===== config.mk =====
export PLATFORM = sky130hd
export DESIGN_NAME = sac_seq
export DESIGN_NICKNAME = d
export VERILOG_FILES = /design/src/sac_pkg.sv /design/src/sac_fifo.sv /design/src/sac_seq.sv
export VERILOG_INCLUDE_DIRS = /design/src
export SDC_FILE = /design/constraint.sdc
export NUM_CORES = 1
export LEC_CHECK = 0
export BUFFER_PORTS_ARGS = -buffer_cell sky130_fd_sc_hd__buf_2
export CAP_MARGIN = 0
export CORE_UTILIZATION = 58
export CTS_CLUSTER_DIAMETER = 50
export CTS_CLUSTER_SIZE = 20
export DETAILED_ROUTE_END_ITERATION = 16
export PLACE_DENSITY_LB_ADDON = 0.25
export REMOVE_ABC_BUFFERS = 1
export SLEW_MARGIN = 20
export SYNTH_ARGS = -nofsm -noshare
export SYNTH_HDL_FRONTEND = slang
export SYNTH_SLANG_ARGS = --single-unit

===== constraint.sdc =====
create_clock -name ref_clk -period 4.3 [get_ports ref_clk]
set_clock_uncertainty 0.2 [all_clocks]
set_input_delay 0 -clock ref_clk [delete_from_list [all_inputs] [get_ports ref_clk]]
set_output_delay 0 -clock ref_clk [all_outputs]
set_load 0.01 [all_outputs]

===== src/sac_defs.svh =====
// timing and code constants for the single-address cycle sequencer
`ifndef SAC_DEFS_SVH
`define SAC_DEFS_SVH
`define SAC_EXC_NONE 3'h7
`define SAC_EXC_HALT 3'h6
`define SAC_EXC_BERR 3'h5
`define SAC_EXC_RETRY 3'h4
`define SAC_EXC_RELQ 3'h3
`define SAC_EXC_RESET 3'h0
`define SAC_RD_EXC_WAITS 2'h2
`define SAC_WR_EXC_WAITS 2'h1
`define SAC_FIFO_DEPTH 4
`define SAC_FC_W 3
`define SAC_ADDR_W 23
`endif


===== src/sac_pkg.sv =====
// types shared by the single-address cycle sequencer
package sac_pkg;
  typedef struct packed {
    logic [2:0] fc;   // function code for memory
    logic [22:0] addr; // word address (A23..A1)
    logic rd;          // 1: memory to device
    logic byte_port;   // 8-bit device port
    logic byte_xfer;   // single byte transfer
    logic odd;         // byte address odd
    logic ready_proto; // acknowledge-with-ready protocol
    logic last;        // last transfer of the block
  } cycle_req_t;

  typedef enum logic [2:0] {
    EXC_NONE, EXC_HALT, EXC_BERR, EXC_RETRY, EXC_RELQ, EXC_RSVD, EXC_RESET
  } exc_kind_t;

  typedef struct packed {
    logic normal;          // completed with acknowledge
    exc_kind_t exc;        // exception that ended it
  } cycle_result_t;
endpackage : sac_pkg


===== src/sac_fifo.sv =====
// small valid/ready FIFO for queued cycle requests
`timescale 1ns/1ps
module sac_fifo #(
  parameter int WIDTH = 32,
  parameter int DEPTH = 4
) (
  input wire logic ref_clk, // controller clock
  input wire logic sys_rst, // sync reset, high
  input wire logic [WIDTH-1:0] in_data, // write data
  input wire logic in_valid, // write request
  output logic in_ready, // space available
  output logic [WIDTH-1:0] out_data, // head word
  output logic out_valid, // head valid
  input wire logic out_ready // consumer takes head
);
  localparam int AW = (DEPTH > 1) ? $clog2(DEPTH) : 1;
  logic [WIDTH-1:0] mem_r [DEPTH];
  logic [AW-1:0] wp_r, rp_r;
  logic [AW:0] cnt_r;
  logic push, pop;

  assign push = in_valid && in_ready;
  assign pop = out_valid && out_ready;
  assign in_ready = (cnt_r != AW'(0) + (AW+1)'(DEPTH)) ? 1'b1 : 1'b0;
  assign out_valid = (cnt_r != '0);
  assign out_data = mem_r[rp_r];

  // storage; no reset needed on data
  always_ff @(posedge ref_clk) begin
    if (push) begin
      mem_r[wp_r] <= in_data;
    end
  end

  // pointers and fill count
  always_ff @(posedge ref_clk) begin
    if (sys_rst) begin
      wp_r <= '0;
      rp_r <= '0;
      cnt_r <= '0;
    end else begin
      if (push) begin
        wp_r <= (wp_r == AW'(DEPTH - 1)) ? '0 : wp_r + AW'(1);
      end
      if (pop) begin
        rp_r <= (rp_r == AW'(DEPTH - 1)) ? '0 : rp_r + AW'(1);
      end
      cnt_r <= cnt_r + (AW+1)'(push) - (AW+1)'(pop);
    end
  end
endmodule : sac_fifo


===== src/sac_seq.sv =====
// single-address DMA bus-cycle sequencer, top level
// What this block does
// - read S0: drive function code and address, upper strobe on, read/write high
// - data buffer enable held inactive high throughout every single-address cycle
// - read S2: upper strobe off, address and data strobes on, ack, done if last
// - read of 8-bit port at even address: lane swap on, upper data strobe only
// - read S3: float address/data, sample ack and exception; ack goes to S4
// - read exception by S3: two wait cycles before S4
// - read with no termination: wait until one appears, then S4
// - ready protocol read: leave S3 only when terminated and device ready low
// - read S4/S5: outputs unchanged while inputs synchronise
// - transfer complete only on normal termination, never on exception codes
// - read S8, write S9: address and data strobes negated; memory may then release inputs
// - after cycle: next address if another follows, else float the lines
// - end: negate ack, complete, done, lane swap; device may drop ready
// - ready write: sample ready at end of S1; low skips SD0 and SD1
// - write S2: upper strobe off, address strobe on, read/write low
// - write S3: float address/data, assert ack, done if last
// - write from 8-bit port at even address: lane swap on, upper strobe only
// - ack-only write: S4 follows S3 directly
// - ready write: ready low at S3 gives SD0/SD1; high adds wait pairs
// - write with ack by S3: skip S6/S7, go S5 to S8
// - write exception by S3: one wait cycle between S5 and S6
// - write with no termination: run S6 and S7, waiting as needed
// - exception code decode: all high none, all low reset, two reserved
// - write S5: data strobes assert, device data valid for memory
`timescale 1ns/1ps
`include "sac_defs.svh"
module sac_seq (
  input wire logic ref_clk, // 40 MHz controller clock
  input wire logic sys_rst, // sync reset, high
  input wire sac_pkg::cycle_req_t req_data, // queued cycle request
  input wire logic req_valid, // request offered
  output logic req_ready, // queue has space
  output sac_pkg::cycle_result_t res_data, // result of finished cycle
  output logic res_valid, // one-cycle result pulse
  input wire logic transfer_ack_in_n, // memory acknowledge pin, low active
  input wire logic [2:0] bus_exception_code_n, // exception code pins
  input wire logic peripheral_ready_line, // device ready, low = ready
  output logic [2:0] function_code_lines, // function code out
  output logic function_code_lines_oe_n, // low while driven
  output logic [22:0] addr_out, // address out (A23..A1)
  output logic addr_out_oe_n, // low while driven
  output logic upper_addr_strobe_n, // upper address strobe
  output logic addr_strobe_n, // address strobe
  output logic upper_data_strobe_n, // upper data strobe
  output logic lower_data_strobe_n, // lower data strobe
  output logic rd_wr, // high = read
  output logic data_buffer_enable_n, // external buffers, kept high
  output logic dev_ack_n, // device acknowledge
  output logic done_n, // last transfer marker
  output logic transfer_complete_out_n, // normal termination to device
  output logic byte_lane_swap_n // lane swap buffer control
);
  // ****************************************************
  // request queue
  // ****************************************************
  sac_pkg::cycle_req_t q_data;
  logic q_valid, q_take;

  sac_fifo #(.WIDTH($bits(sac_pkg::cycle_req_t)), .DEPTH(`SAC_FIFO_DEPTH)) u_fifo (
    .ref_clk(ref_clk),
    .sys_rst(sys_rst),
    .in_data(req_data),
    .in_valid(req_valid),
    .in_ready(req_ready),
    .out_data(q_data),
    .out_valid(q_valid),
    .out_ready(q_take)
  );

  // ****************************************************
  // input synchronisers and exception decode
  // ****************************************************
  logic ack_m_r, ack_s_r, rdy_m_r, rdy_s_r;
  logic [2:0] exc_m_r, exc_s_r, exc_d_r;
  logic exc_stable;
  sac_pkg::exc_kind_t exc_kind;

  function automatic sac_pkg::exc_kind_t decode_exc(input logic [2:0] c);
    unique case (c)
      `SAC_EXC_NONE: decode_exc = sac_pkg::EXC_NONE;
      `SAC_EXC_HALT: decode_exc = sac_pkg::EXC_HALT;
      `SAC_EXC_BERR: decode_exc = sac_pkg::EXC_BERR;
      `SAC_EXC_RETRY: decode_exc = sac_pkg::EXC_RETRY;
      `SAC_EXC_RELQ: decode_exc = sac_pkg::EXC_RELQ;
      `SAC_EXC_RESET: decode_exc = sac_pkg::EXC_RESET;
      default: decode_exc = sac_pkg::EXC_RSVD;
    endcase
  endfunction : decode_exc

  // two flops per pin, one more stage on the exception code for debounce
  always_ff @(posedge ref_clk) begin
    if (sys_rst) begin
      ack_m_r <= 1'b1;
      ack_s_r <= 1'b1;
      rdy_m_r <= 1'b1;
      rdy_s_r <= 1'b1;
      exc_m_r <= `SAC_EXC_NONE;
      exc_s_r <= `SAC_EXC_NONE;
      exc_d_r <= `SAC_EXC_NONE;
    end else begin
      ack_m_r <= transfer_ack_in_n;
      ack_s_r <= ack_m_r;
      rdy_m_r <= peripheral_ready_line;
      rdy_s_r <= rdy_m_r;
      exc_m_r <= bus_exception_code_n;
      exc_s_r <= exc_m_r;
      exc_d_r <= exc_s_r;
    end
  end

  // an encoding counts only when two successive samples agree
  assign exc_stable = (exc_s_r == exc_d_r);
  assign exc_kind = exc_stable ? decode_exc(exc_s_r) : sac_pkg::EXC_NONE;

  logic ack_seen, exc_seen, rdy_seen;
  assign ack_seen = !ack_s_r;
  // halt and reserved codes are not cycle terminators here
  assign exc_seen = (exc_kind == sac_pkg::EXC_BERR) || (exc_kind == sac_pkg::EXC_RETRY) ||
                    (exc_kind == sac_pkg::EXC_RELQ) || (exc_kind == sac_pkg::EXC_RESET);
  assign rdy_seen = !rdy_s_r;

  // ****************************************************
  // cycle state machine
  // ****************************************************
  typedef enum logic [3:0] {
    ST_IDLE, ST_S0, ST_S1, ST_S2, ST_S3, ST_SW, ST_SD0, ST_SD1,
    ST_S4, ST_S5, ST_EXW, ST_S6, ST_S7, ST_S8, ST_S9
  } state_t;

  state_t state_r, state_nxt;
  sac_pkg::cycle_req_t cur_r;
  logic term_r, normal_r, skip_sd_r;
  logic [1:0] wcnt_r;
  logic sw_half_r;
  sac_pkg::exc_kind_t exc_r;
  logic term_now;

  // termination also needs the device's ready under the ready protocol in a read
  assign term_now = (ack_seen || exc_seen) && (!cur_r.rd || !cur_r.ready_proto || rdy_seen);

  always_comb begin
    state_nxt = state_r;
    unique case (state_r)
      ST_IDLE: state_nxt = q_valid ? ST_S0 : ST_IDLE;
      ST_S0: state_nxt = ST_S1;
      ST_S1: state_nxt = ST_S2;
      ST_S2: state_nxt = ST_S3;
      ST_S3: begin
        if (cur_r.rd) begin
          if (term_now) begin
            state_nxt = (exc_seen && !ack_seen) ? ST_EXW : ST_S4;
          end else begin
            state_nxt = ST_S3;
          end
        end else if (!cur_r.ready_proto || skip_sd_r) begin
          state_nxt = ST_S4;
        end else begin
          state_nxt = rdy_seen ? ST_SD0 : ST_SW;
        end
      end
      ST_SW: state_nxt = (sw_half_r && rdy_seen) ? ST_SD0 : ST_SW;
      ST_SD0: state_nxt = ST_SD1;
      ST_SD1: state_nxt = ST_S4;
      ST_EXW: state_nxt = (wcnt_r == 2'h1) ? (cur_r.rd ? ST_S4 : ST_S6) : ST_EXW;
      ST_S4: state_nxt = ST_S5;
      ST_S5: begin
        if (cur_r.rd) begin
          state_nxt = ST_S6;
        end else if (term_r && normal_r) begin
          state_nxt = ST_S8;
        end else if (term_r) begin
          state_nxt = ST_EXW;
        end else if (ack_seen) begin
          state_nxt = ST_S6;
        end else if (exc_seen) begin
          state_nxt = ST_EXW;
        end else begin
          state_nxt = ST_S5;
        end
      end
      ST_S6: state_nxt = cur_r.rd ? ST_S7 : ST_S7;
      ST_S7: state_nxt = cur_r.rd ? ST_S8 : ST_S8;
      ST_S8: state_nxt = ST_S9;
      ST_S9: state_nxt = q_valid ? ST_S0 : ST_IDLE;
    endcase
  end

  // for the read the sequence after S5 is S6 (complete), S7, S8 (strobes off), S9 (end)
  assign q_take = ((state_r == ST_IDLE) || (state_r == ST_S9)) && q_valid;

  always_ff @(posedge ref_clk) begin
    if (sys_rst) begin
      state_r <= ST_IDLE;
    end else begin
      state_r <= state_nxt;
    end
  end

  // current request latched as the next cycle begins
  always_ff @(posedge ref_clk) begin
    if (sys_rst) begin
      cur_r <= '0;
    end else if (q_take) begin
      cur_r <= q_data;
    end
  end

  // termination capture: first termination seen from S3 on is remembered
  always_ff @(posedge ref_clk) begin
    if (sys_rst || q_take) begin
      term_r <= 1'b0;
      normal_r <= 1'b0;
      exc_r <= sac_pkg::EXC_NONE;
    end else if (!term_r && (state_r == ST_S3 || state_r == ST_SW || state_r == ST_SD0 ||
                 state_r == ST_SD1 || state_r == ST_S4 || state_r == ST_S5) && (ack_seen || exc_seen)) begin
      term_r <= 1'b1;
      normal_r <= ack_seen && !exc_seen;
      exc_r <= exc_kind;
    end
  end

  // ready sampled at the edge ending S1
  always_ff @(posedge ref_clk) begin
    if (sys_rst) begin
      skip_sd_r <= 1'b0;
    end else if (state_r == ST_S1) begin
      skip_sd_r <= rdy_seen;
    end
  end

  // wait counters: exception waits and two-state ready-wait pairs
  always_ff @(posedge ref_clk) begin
    if (sys_rst) begin
      wcnt_r <= 2'h0;
      sw_half_r <= 1'b0;
    end else begin
      if (state_nxt == ST_EXW && state_r != ST_EXW) begin
        wcnt_r <= cur_r.rd ? `SAC_RD_EXC_WAITS : `SAC_WR_EXC_WAITS;
      end else if (state_r == ST_EXW) begin
        wcnt_r <= wcnt_r - 2'h1;
      end
      sw_half_r <= (state_r == ST_SW) ? !sw_half_r : 1'b0;
    end
  end

  // ****************************************************
  // bus outputs, all registered, from the next state or the current one
  // ****************************************************
  logic swap_case;
  assign swap_case = cur_r.byte_port && !cur_r.odd;

  // address phase; lines float when no cycle follows
  always_ff @(posedge ref_clk) begin
    if (sys_rst) begin
      function_code_lines <= 3'h0;
      addr_out <= 23'h000000;
      function_code_lines_oe_n <= 1'b1;
      addr_out_oe_n <= 1'b1;
    end else if (q_take) begin
      function_code_lines <= q_data.fc;
      addr_out <= q_data.addr;
      function_code_lines_oe_n <= 1'b0;
      addr_out_oe_n <= 1'b0;
    end else if (state_nxt == ST_S3) begin
      addr_out_oe_n <= 1'b1;
    end else if (state_nxt == ST_IDLE) begin
      function_code_lines_oe_n <= 1'b1;
    end
  end

  // strobes and direction
  always_ff @(posedge ref_clk) begin
    if (sys_rst) begin
      upper_addr_strobe_n <= 1'b1;
      addr_strobe_n <= 1'b1;
      upper_data_strobe_n <= 1'b1;
      lower_data_strobe_n <= 1'b1;
      rd_wr <= 1'b1;
    end else begin
      if (q_take) begin
        upper_addr_strobe_n <= 1'b0;
        rd_wr <= 1'b1;
      end else if (state_nxt == ST_S2) begin
        upper_addr_strobe_n <= 1'b1;
        addr_strobe_n <= 1'b0;
        rd_wr <= cur_r.rd;
      end else if (state_nxt == ST_S9 || (cur_r.rd && state_nxt == ST_S8)) begin
        addr_strobe_n <= 1'b1;
        upper_data_strobe_n <= 1'b1;
        lower_data_strobe_n <= 1'b1;
      end else if (state_nxt == ST_IDLE) begin
        rd_wr <= 1'b1;
      end
      // data strobes: read at S2, write at S5; even 8-bit port uses upper only
      if ((cur_r.rd && state_nxt == ST_S2 && state_r == ST_S1) ||
          (!cur_r.rd && state_nxt == ST_S5 && state_r == ST_S4)) begin
        upper_data_strobe_n <= !(swap_case || !cur_r.byte_xfer || !cur_r.odd);
        lower_data_strobe_n <= !(!swap_case && (!cur_r.byte_xfer || cur_r.odd));
      end
    end
  end

  // device handshake outputs
  always_ff @(posedge ref_clk) begin
    if (sys_rst) begin
      dev_ack_n <= 1'b1;
      done_n <= 1'b1;
      byte_lane_swap_n <= 1'b1;
      transfer_complete_out_n <= 1'b1;
      data_buffer_enable_n <= 1'b1;
    end else begin
      data_buffer_enable_n <= 1'b1;
      if ((cur_r.rd && state_nxt == ST_S2 && state_r == ST_S1) ||
          (!cur_r.rd && state_nxt == ST_S3 && state_r == ST_S2)) begin
        dev_ack_n <= 1'b0;
        done_n <= !cur_r.last;
        byte_lane_swap_n <= !swap_case;
      end else if (state_r == ST_S9 || state_r == ST_IDLE) begin
        dev_ack_n <= 1'b1;
        done_n <= 1'b1;
        byte_lane_swap_n <= 1'b1;
        transfer_complete_out_n <= 1'b1;
      end
      // read: S4/S5 hold everything, complete at S6; write: complete at S8
      if ((cur_r.rd && state_nxt == ST_S6 && state_r == ST_S5) ||
          (!cur_r.rd && state_nxt == ST_S8 && state_r != ST_S8)) begin
        transfer_complete_out_n <= !normal_r;
      end
    end
  end

  // result pulse at cycle end
  always_ff @(posedge ref_clk) begin
    if (sys_rst) begin
      res_valid <= 1'b0;
      res_data <= '0;
    end else begin
      res_valid <= (state_r == ST_S8);
      if (state_r == ST_S8) begin
        res_data.normal <= normal_r;
        res_data.exc <= exc_r;
      end
    end
  end
endmodule : sac_seq


## Yosys cells after proc, flatten, opt, wreduce, memory -nomap -nowiden

Memory sizes are Yosys's and may differ from the RTL's. A register that Yosys moved wholly into a read port is not among the register bits.
Index checks and enable logic that the tools add are counted.

- $add $sub $neg: 5
- Equality and inequality tests: 42
- Mux-type cells: 46
- Bitwise gates (word level): 2
- Reductions and logical operators: 80

Operators with widths:

| cell | number |
|---|---|
| 4-bit case mux with 14 select lines | 1 |
| 4-bit == test, second input constant | 12 |
| 2-bit two-way mux | 13 |
| 1-bit two-way mux | 25 |
| 1-bit logical AND | 24 |
| 1-bit logical OR | 21 |
| 4-bit by 3-bit == test with 1-bit output, second input constant | 5 |
| 3-bit == test, second input constant | 6 |
| 3-bit case mux with 6 select lines | 1 |
| 2-bit nonzero test | 9 |
| 1-bit logical NOT | 14 |
| 4-bit by 2-bit == test with 1-bit output, second input constant | 3 |
| 4-bit two-way mux | 3 |
| 3-bit by 2-bit == test with 1-bit output, second input constant | 3 |
| 3-bit two-way mux | 3 |
| 4-bit logical NOT | 2 |
| 4-bit inequality test, second input constant | 2 |
| 2-bit AND reduction | 4 |
| 2-bit by 1-bit inequality test with 1-bit output, second input constant | 3 |
| 2-bit OR reduction | 3 |
| 2-bit by 1-bit adder with 2-bit output, second input constant | 2 |
| 2-bit == test, second input constant | 2 |
| 4-bit by 1-bit == test with 1-bit output, second input constant | 1 |
| 2-bit inequality test, second input constant | 2 |
| other kinds (10) | 11 |

- Bits in registers: 49
- RAM bits: 128
- Memories: 1

Memory list:

| name | depth | bits a word | read ports | clocked after Yosys merged registers in | write ports | RTL line | text |
|---|---|---|---|---|---|---|---|
| u_fifo.mem_r | 4 | 32 | 1 | 1 | 1 | sac_fifo.sv:17 | `logic [WIDTH-1:0] mem_r [DEPTH];` |

## Logic depth before layout (Yosys ltp)

- Word-level depth: 20
- Mapped depth: 13
- Gate-level depth less buffers: 11

## By module

Synthesis repeated with hierarchy kept, for this count alone.

- Cell total of the unflattened synthesis: 597
- Area total of the unflattened synthesis: 8230.4 um^2

Modules (own cells, without submodules):

| module | times used | cells each | area an instance (um^2) | sequential area each (um^2) |
|---|---|---|---|---|
| sac_fifo | 1 | 216 | 5093.6 | 4023.9 |
| sac_seq | 1 | 381 | 3136.8 | 1481.4 |

## Worst setup path before layout

OpenSTA, ideal clock, no wires.

- Kind: register to register
- From: reg state_r[3]
- To: reg u_fifo.cnt_r[2]
- Data arrival time: 2763 ps
- Data required time: 3972 ps
- Slack: 1209 ps
- Stages on the path, launching flop included: 14
- Period minus slack after synthesis: 3091 ps
- Path through: dfxtp_1 > buf_2 > or3_1 > a211o_1 > clkinv_1 > buf_1 > ha_1 > inv_1 > ha_1 > inv_1 > fa_1 > xor2_1 > xnor2_1 > nor2_1

- Longest elaborated chain between the ends: 5
- Elaborated cells on any way between the ends: 6

RTL lines:

| what | RTL line | text |
|---|---|---|
| start: declaration | sac_seq.sv:132 | `state_t state_r, state_nxt;` |
| start signal: assignment | sac_seq.sv:197 | `state_r <= state_nxt;` |
| 4-bit == test or 4-bit logical NOT (tied branches) | sac_seq.sv:191 | `assign q_take = ((state_r == ST_IDLE) \|\| (state_r == ST_S9)) && q_valid;` |
| 1-bit logical OR * | sac_seq.sv:191 |  |
| 1-bit logical AND * | sac_seq.sv:191 |  |
| named net q_take | sac_seq.sv:59 | `logic q_valid, q_take;` |
| 1-bit logical AND * | sac_fifo.sv:23 | `assign pop = out_valid && out_ready;` |
| 3-bit by 1-bit subtractor with 3-bit output * | sac_fifo.sv:48 | `cnt_r <= cnt_r + (AW+1)'(push) - (AW+1)'(pop);` |
| end signal: assignment | sac_fifo.sv:48 |  |
| end: declaration | sac_fifo.sv:19 | `logic [AW:0] cnt_r;` |

Mark *: on every way through the listed nets, which the timed path passes. The rest lies on a longest branch.
A chain may end at the register's enable or synchronous reset.

## Worst setup path after layout

- From: reg state_r[3]
- To: reg wcnt_r[1]

- Longest elaborated chain between the ends: 6
- Elaborated cells on any way between the ends: 22

RTL lines:

| what | RTL line | text |
|---|---|---|
| 4-bit == test or 4-bit logical NOT (tied branches) | sac_seq.sv:145 | `unique case (state_r)` |
| 2-bit OR reduction (no line) | n/a |  |
| 4-bit case mux with 14 select lines | sac_seq.sv:145 |  |
| 4-bit == test | sac_seq.sv:239 | `if (state_nxt == ST_EXW && state_r != ST_EXW) begin` |
| 1-bit logical AND | sac_seq.sv:239 |  |
| 2-bit two-way mux or 2-bit nonzero test (tied branches) | n/a |  |
| end signal: assignment | sac_seq.sv:240 | `` wcnt_r <= cur_r.rd ? `SAC_RD_EXC_WAITS : `SAC_WR_EXC_WAITS; `` |
| end signal: assignment | sac_seq.sv:242 | `wcnt_r <= wcnt_r - 2'h1;` |
| end: declaration | sac_seq.sv:135 | `logic [1:0] wcnt_r;` |

Parallel ways exist; a longest one is shown, timed or not.

==> flow_summary.yaml <==
clock_tree:
  cts_buffers: 18
  h-tree-depth: 1
  cts_tree: "yes"
  clock_path_buffers: 3
  cts.sinks: 209
  insertion_delay_ps: 500
  cts.repair.resized: 0
  ctsRootBufferMaster: "clkbuf_16"
  clkTransAtPathRegs_ps: 70
sta:
  grt_setup_unrepaired: "false"
  hold_viol: 0
  relSlewSlack_pct: 39.3
  slew_violations: 0
  clock.fmax_mhz: 336
  tns_ps: 0
  worst_pin_slew_ps: 911
  period_needed_ps: 2980
  fin_crit_sh_pct: 69.3
  finalSetupViolCount: 0
synth:
  synth_top_area_share_pct: 47.0
  syn_area_um2: 8180
  synth.area.top_cells: "edfxtp_1, dfxtp_1, mux4_2, nand2_1, a21oi_1"
  synth_common_cells: "edfxtp_1, dfxtp_1, nand2_1"
  ys_warn_count: 0
  yosysTopAreaCell: "edfxtp_1"
  syn_area_per_cell_um2: 13.7
  synth_edf_count: 128
  synth_seq_cells: 209
  synthCells: 599
  seq_area_frac_synth_pct: 66.8
  ys.flop_type: "edfxtp_1"
  synth_most_common_cell: "edfxtp_1"
  synth_cell_types: 60
  ys_async_sr_fraction_pct: 0
finish:
  drive_gt1_share_pct: 24.4
  final_nets: 759
  antennaDiodeCount: 0
  area_growth_pct: 18.4
  num-fill-cells: 912
  final_cell_area_um2: 9680
die:
  row_count: 43
  start_util_pct: 59.1
  die_y_um: 121
  pin_count: 84
  die_w_um: 121
  dieArea_um2: 14600
  core_um2: 13800
status:
  status: "completed"
pwr:
  internal-power_uw: 4040
  clkPwrFrac_pct: 27.0
  peakVddDrop_uv: 506
  p_per_area_nw_per_um2: 615
  power.share.switching_pct: 32.3
  p_switching_uw: 1920
  combPwrFrac_pct: 26.4
  p_seq_share_pct: 46.5
  p_leak_uw: 0.00348
worst_setup_path:
  cp-end-kind: "register"
  cp.arrival_ps: 3140
  cp_max_fo: 39
  path_cells: "or3_1, a211o_1, buf_4, and3_1, o21ai_1, or3_4, a2111oi_2"
  path_class: "reg2reg"
  crit_required_ps: 4460
  max_stage_delay_ps: 680
  cp_slowest_cell: "dfxtp_1"
  start_kind: "register"
detailed_routing:
  dr.pass1.iters: 5
  drt_iter0_drc: 406
  drc: 0
  viasPerCell: 5.62
  routed_wirelength_um: 16600
  wl_per_cell_um: 18.4
  postRouteAntennaNets: 0
  routed-via-count: 5062
global_routing:
  grt_max_degree: 49
  grt_first_pass_wirelength_um: 26300
  overflow: 0
  antenna_found_initial: 0
  grt_use_total_pct: 23.7
  first_global_vias: 5126
min_path:
  hp-class: "in2reg"
placement:
  gp_congestion: 0.868
  port_buffers: 82
  hpwl_um: 9670
  placed_area_um2: 8700
job:
  max-cap-violations: 0
-- state kept, by name, summed over array words and instances, names as in the netlist, 2 cells and up --
signal / flops
wcnt_r: 2
exc_m_r: 3
u_fifo.mem_r: 128
addr_out: 23
exc_s_r: 3
u_fifo.rp_r: 2
u_fifo.cnt_r: 3
exc_r: 3
state_r: 4
u_fifo.wp_r: 2
res_data: 4
cur_r: 6
exc_d_r: 3
function_code_lines: 3
-- worst max-delay path: cells and delay by family (launching register included) --
| family | cells | cell delay (ps) |
|---|---|---|
| and+or+nand+nor | 3 | 940 |
| DFF | 1 | 680 |
| buffers and inverters | 1 | 400 |
| AOI/OAI and AO/OA | 3 | 610 |
-- timing repair --
action                                  4_1_cts  5_1_grt
buffers inserted                              0        0
hold buffers                                 39        0
endpoints found under the setup margin        0        0
endpoints found under the hold margin       154        0
-- layout by cell type (no fill, tap or decap), types with 5 or more instances in the layout --
master         instances
a21oi_1               48
mux4_2                32
a31oi_1                6
edfxtp_1             128
buf_2                 82
inv_1                 11
nand2_1               77
dfxtp_1               79
nand2b_1               8
xnor2_1                5
ha_1                   8
o21bai_1               6
nand3_1                6
dlygate4sd3_1         39
or2_2                 15
or3_1                  5
clkbuf_16             18
nor2_1                38
nor2b_1                5
nor3_1                16
mux2i_1                6
o21ai_0                5
-- through the flow --
stage	util (%)	hold slack (ps)	instances	setup WS [ps]	total power, uW
after floorplan	-	-131	565	310	3790
after global placement	62.9	-18.1	831	1470	4300
after detailed placement	62.9	-10.5	831	1390	4360
after CTS	70.0	32.0	901	1340	5990
after global routing	70.0	45.4	901	1080	6270
final	70.0	42.9	901	1320	5960
-- final timing paths --
kind,startpoint,end,slack (ps),cells past startpoint
worst max-delay path,state_r[3]$_SDFF_PP0_,wcnt_r[1]$_SDFFE_PP0P_,1320,7
worst min-delay path,bus_exception_code_n[2],exc_m_r[2]$_SDFF_PP1_,40,3
worst max register to register,state_r[3]$_SDFF_PP0_,wcnt_r[1]$_SDFFE_PP0P_,1320,7
worst min register to register,exc_m_r[2]$_SDFF_PP1_,exc_s_r[2]$_SDFF_PP1_,210,1
-- cell families after synthesis --
| group | Yosys count | synth area share [%] |
|---|---|---|
| XOR/XNOR | 7 | 0.750 |
| AO/OA/AOI/OAI | 90 | 6.89 |
| buffers and inverters | 47 | 2.49 |
| AND/OR/NAND/NOR | 198 | 12.0 |
| other | 1 | 0.0459 |
| flip-flops | 209 | 66.8 |
| adder cells (fa/ha/maj) | 9 | 1.47 |
| multiplexers | 38 | 9.55 |
-- power groups by stage --
stage,combinational [uW],sequential (uW),clock [uW]
detailed placement,1550,2810,0
global route,1740,2820,1710
floorplan,986,2800,0
global placement,1500,2800,0
finish,1570,2770,1610
CTS,1590,2770,1630
-- per-layer routing --
metal | part of all wire (%) | GRT usage, % | routed length, um
met1 | 42 | 29.8 | 6910
met3 | 4.1 | 4.01 | 682
met2 | 53 | 42.5 | 8720
met5 | 0 | 0 | 0
met4 | 1.7 | 6.02 | 275
-- final cells by class --
cell class                      count  area (um2)  share of cell area [%]
Clock buffer                       22         475                    4.91
Clock inverter                      9         120                    1.24
Inverter                           13        48.8                   0.504
Multi-Input combinational cell    343        2510                    26.0
Sequential cell                   209        5470                    56.5
Tap cell                          180         225                    2.33
Timing Repair Buffer              125         831                    8.58
(Power assumes the default switching activity.)
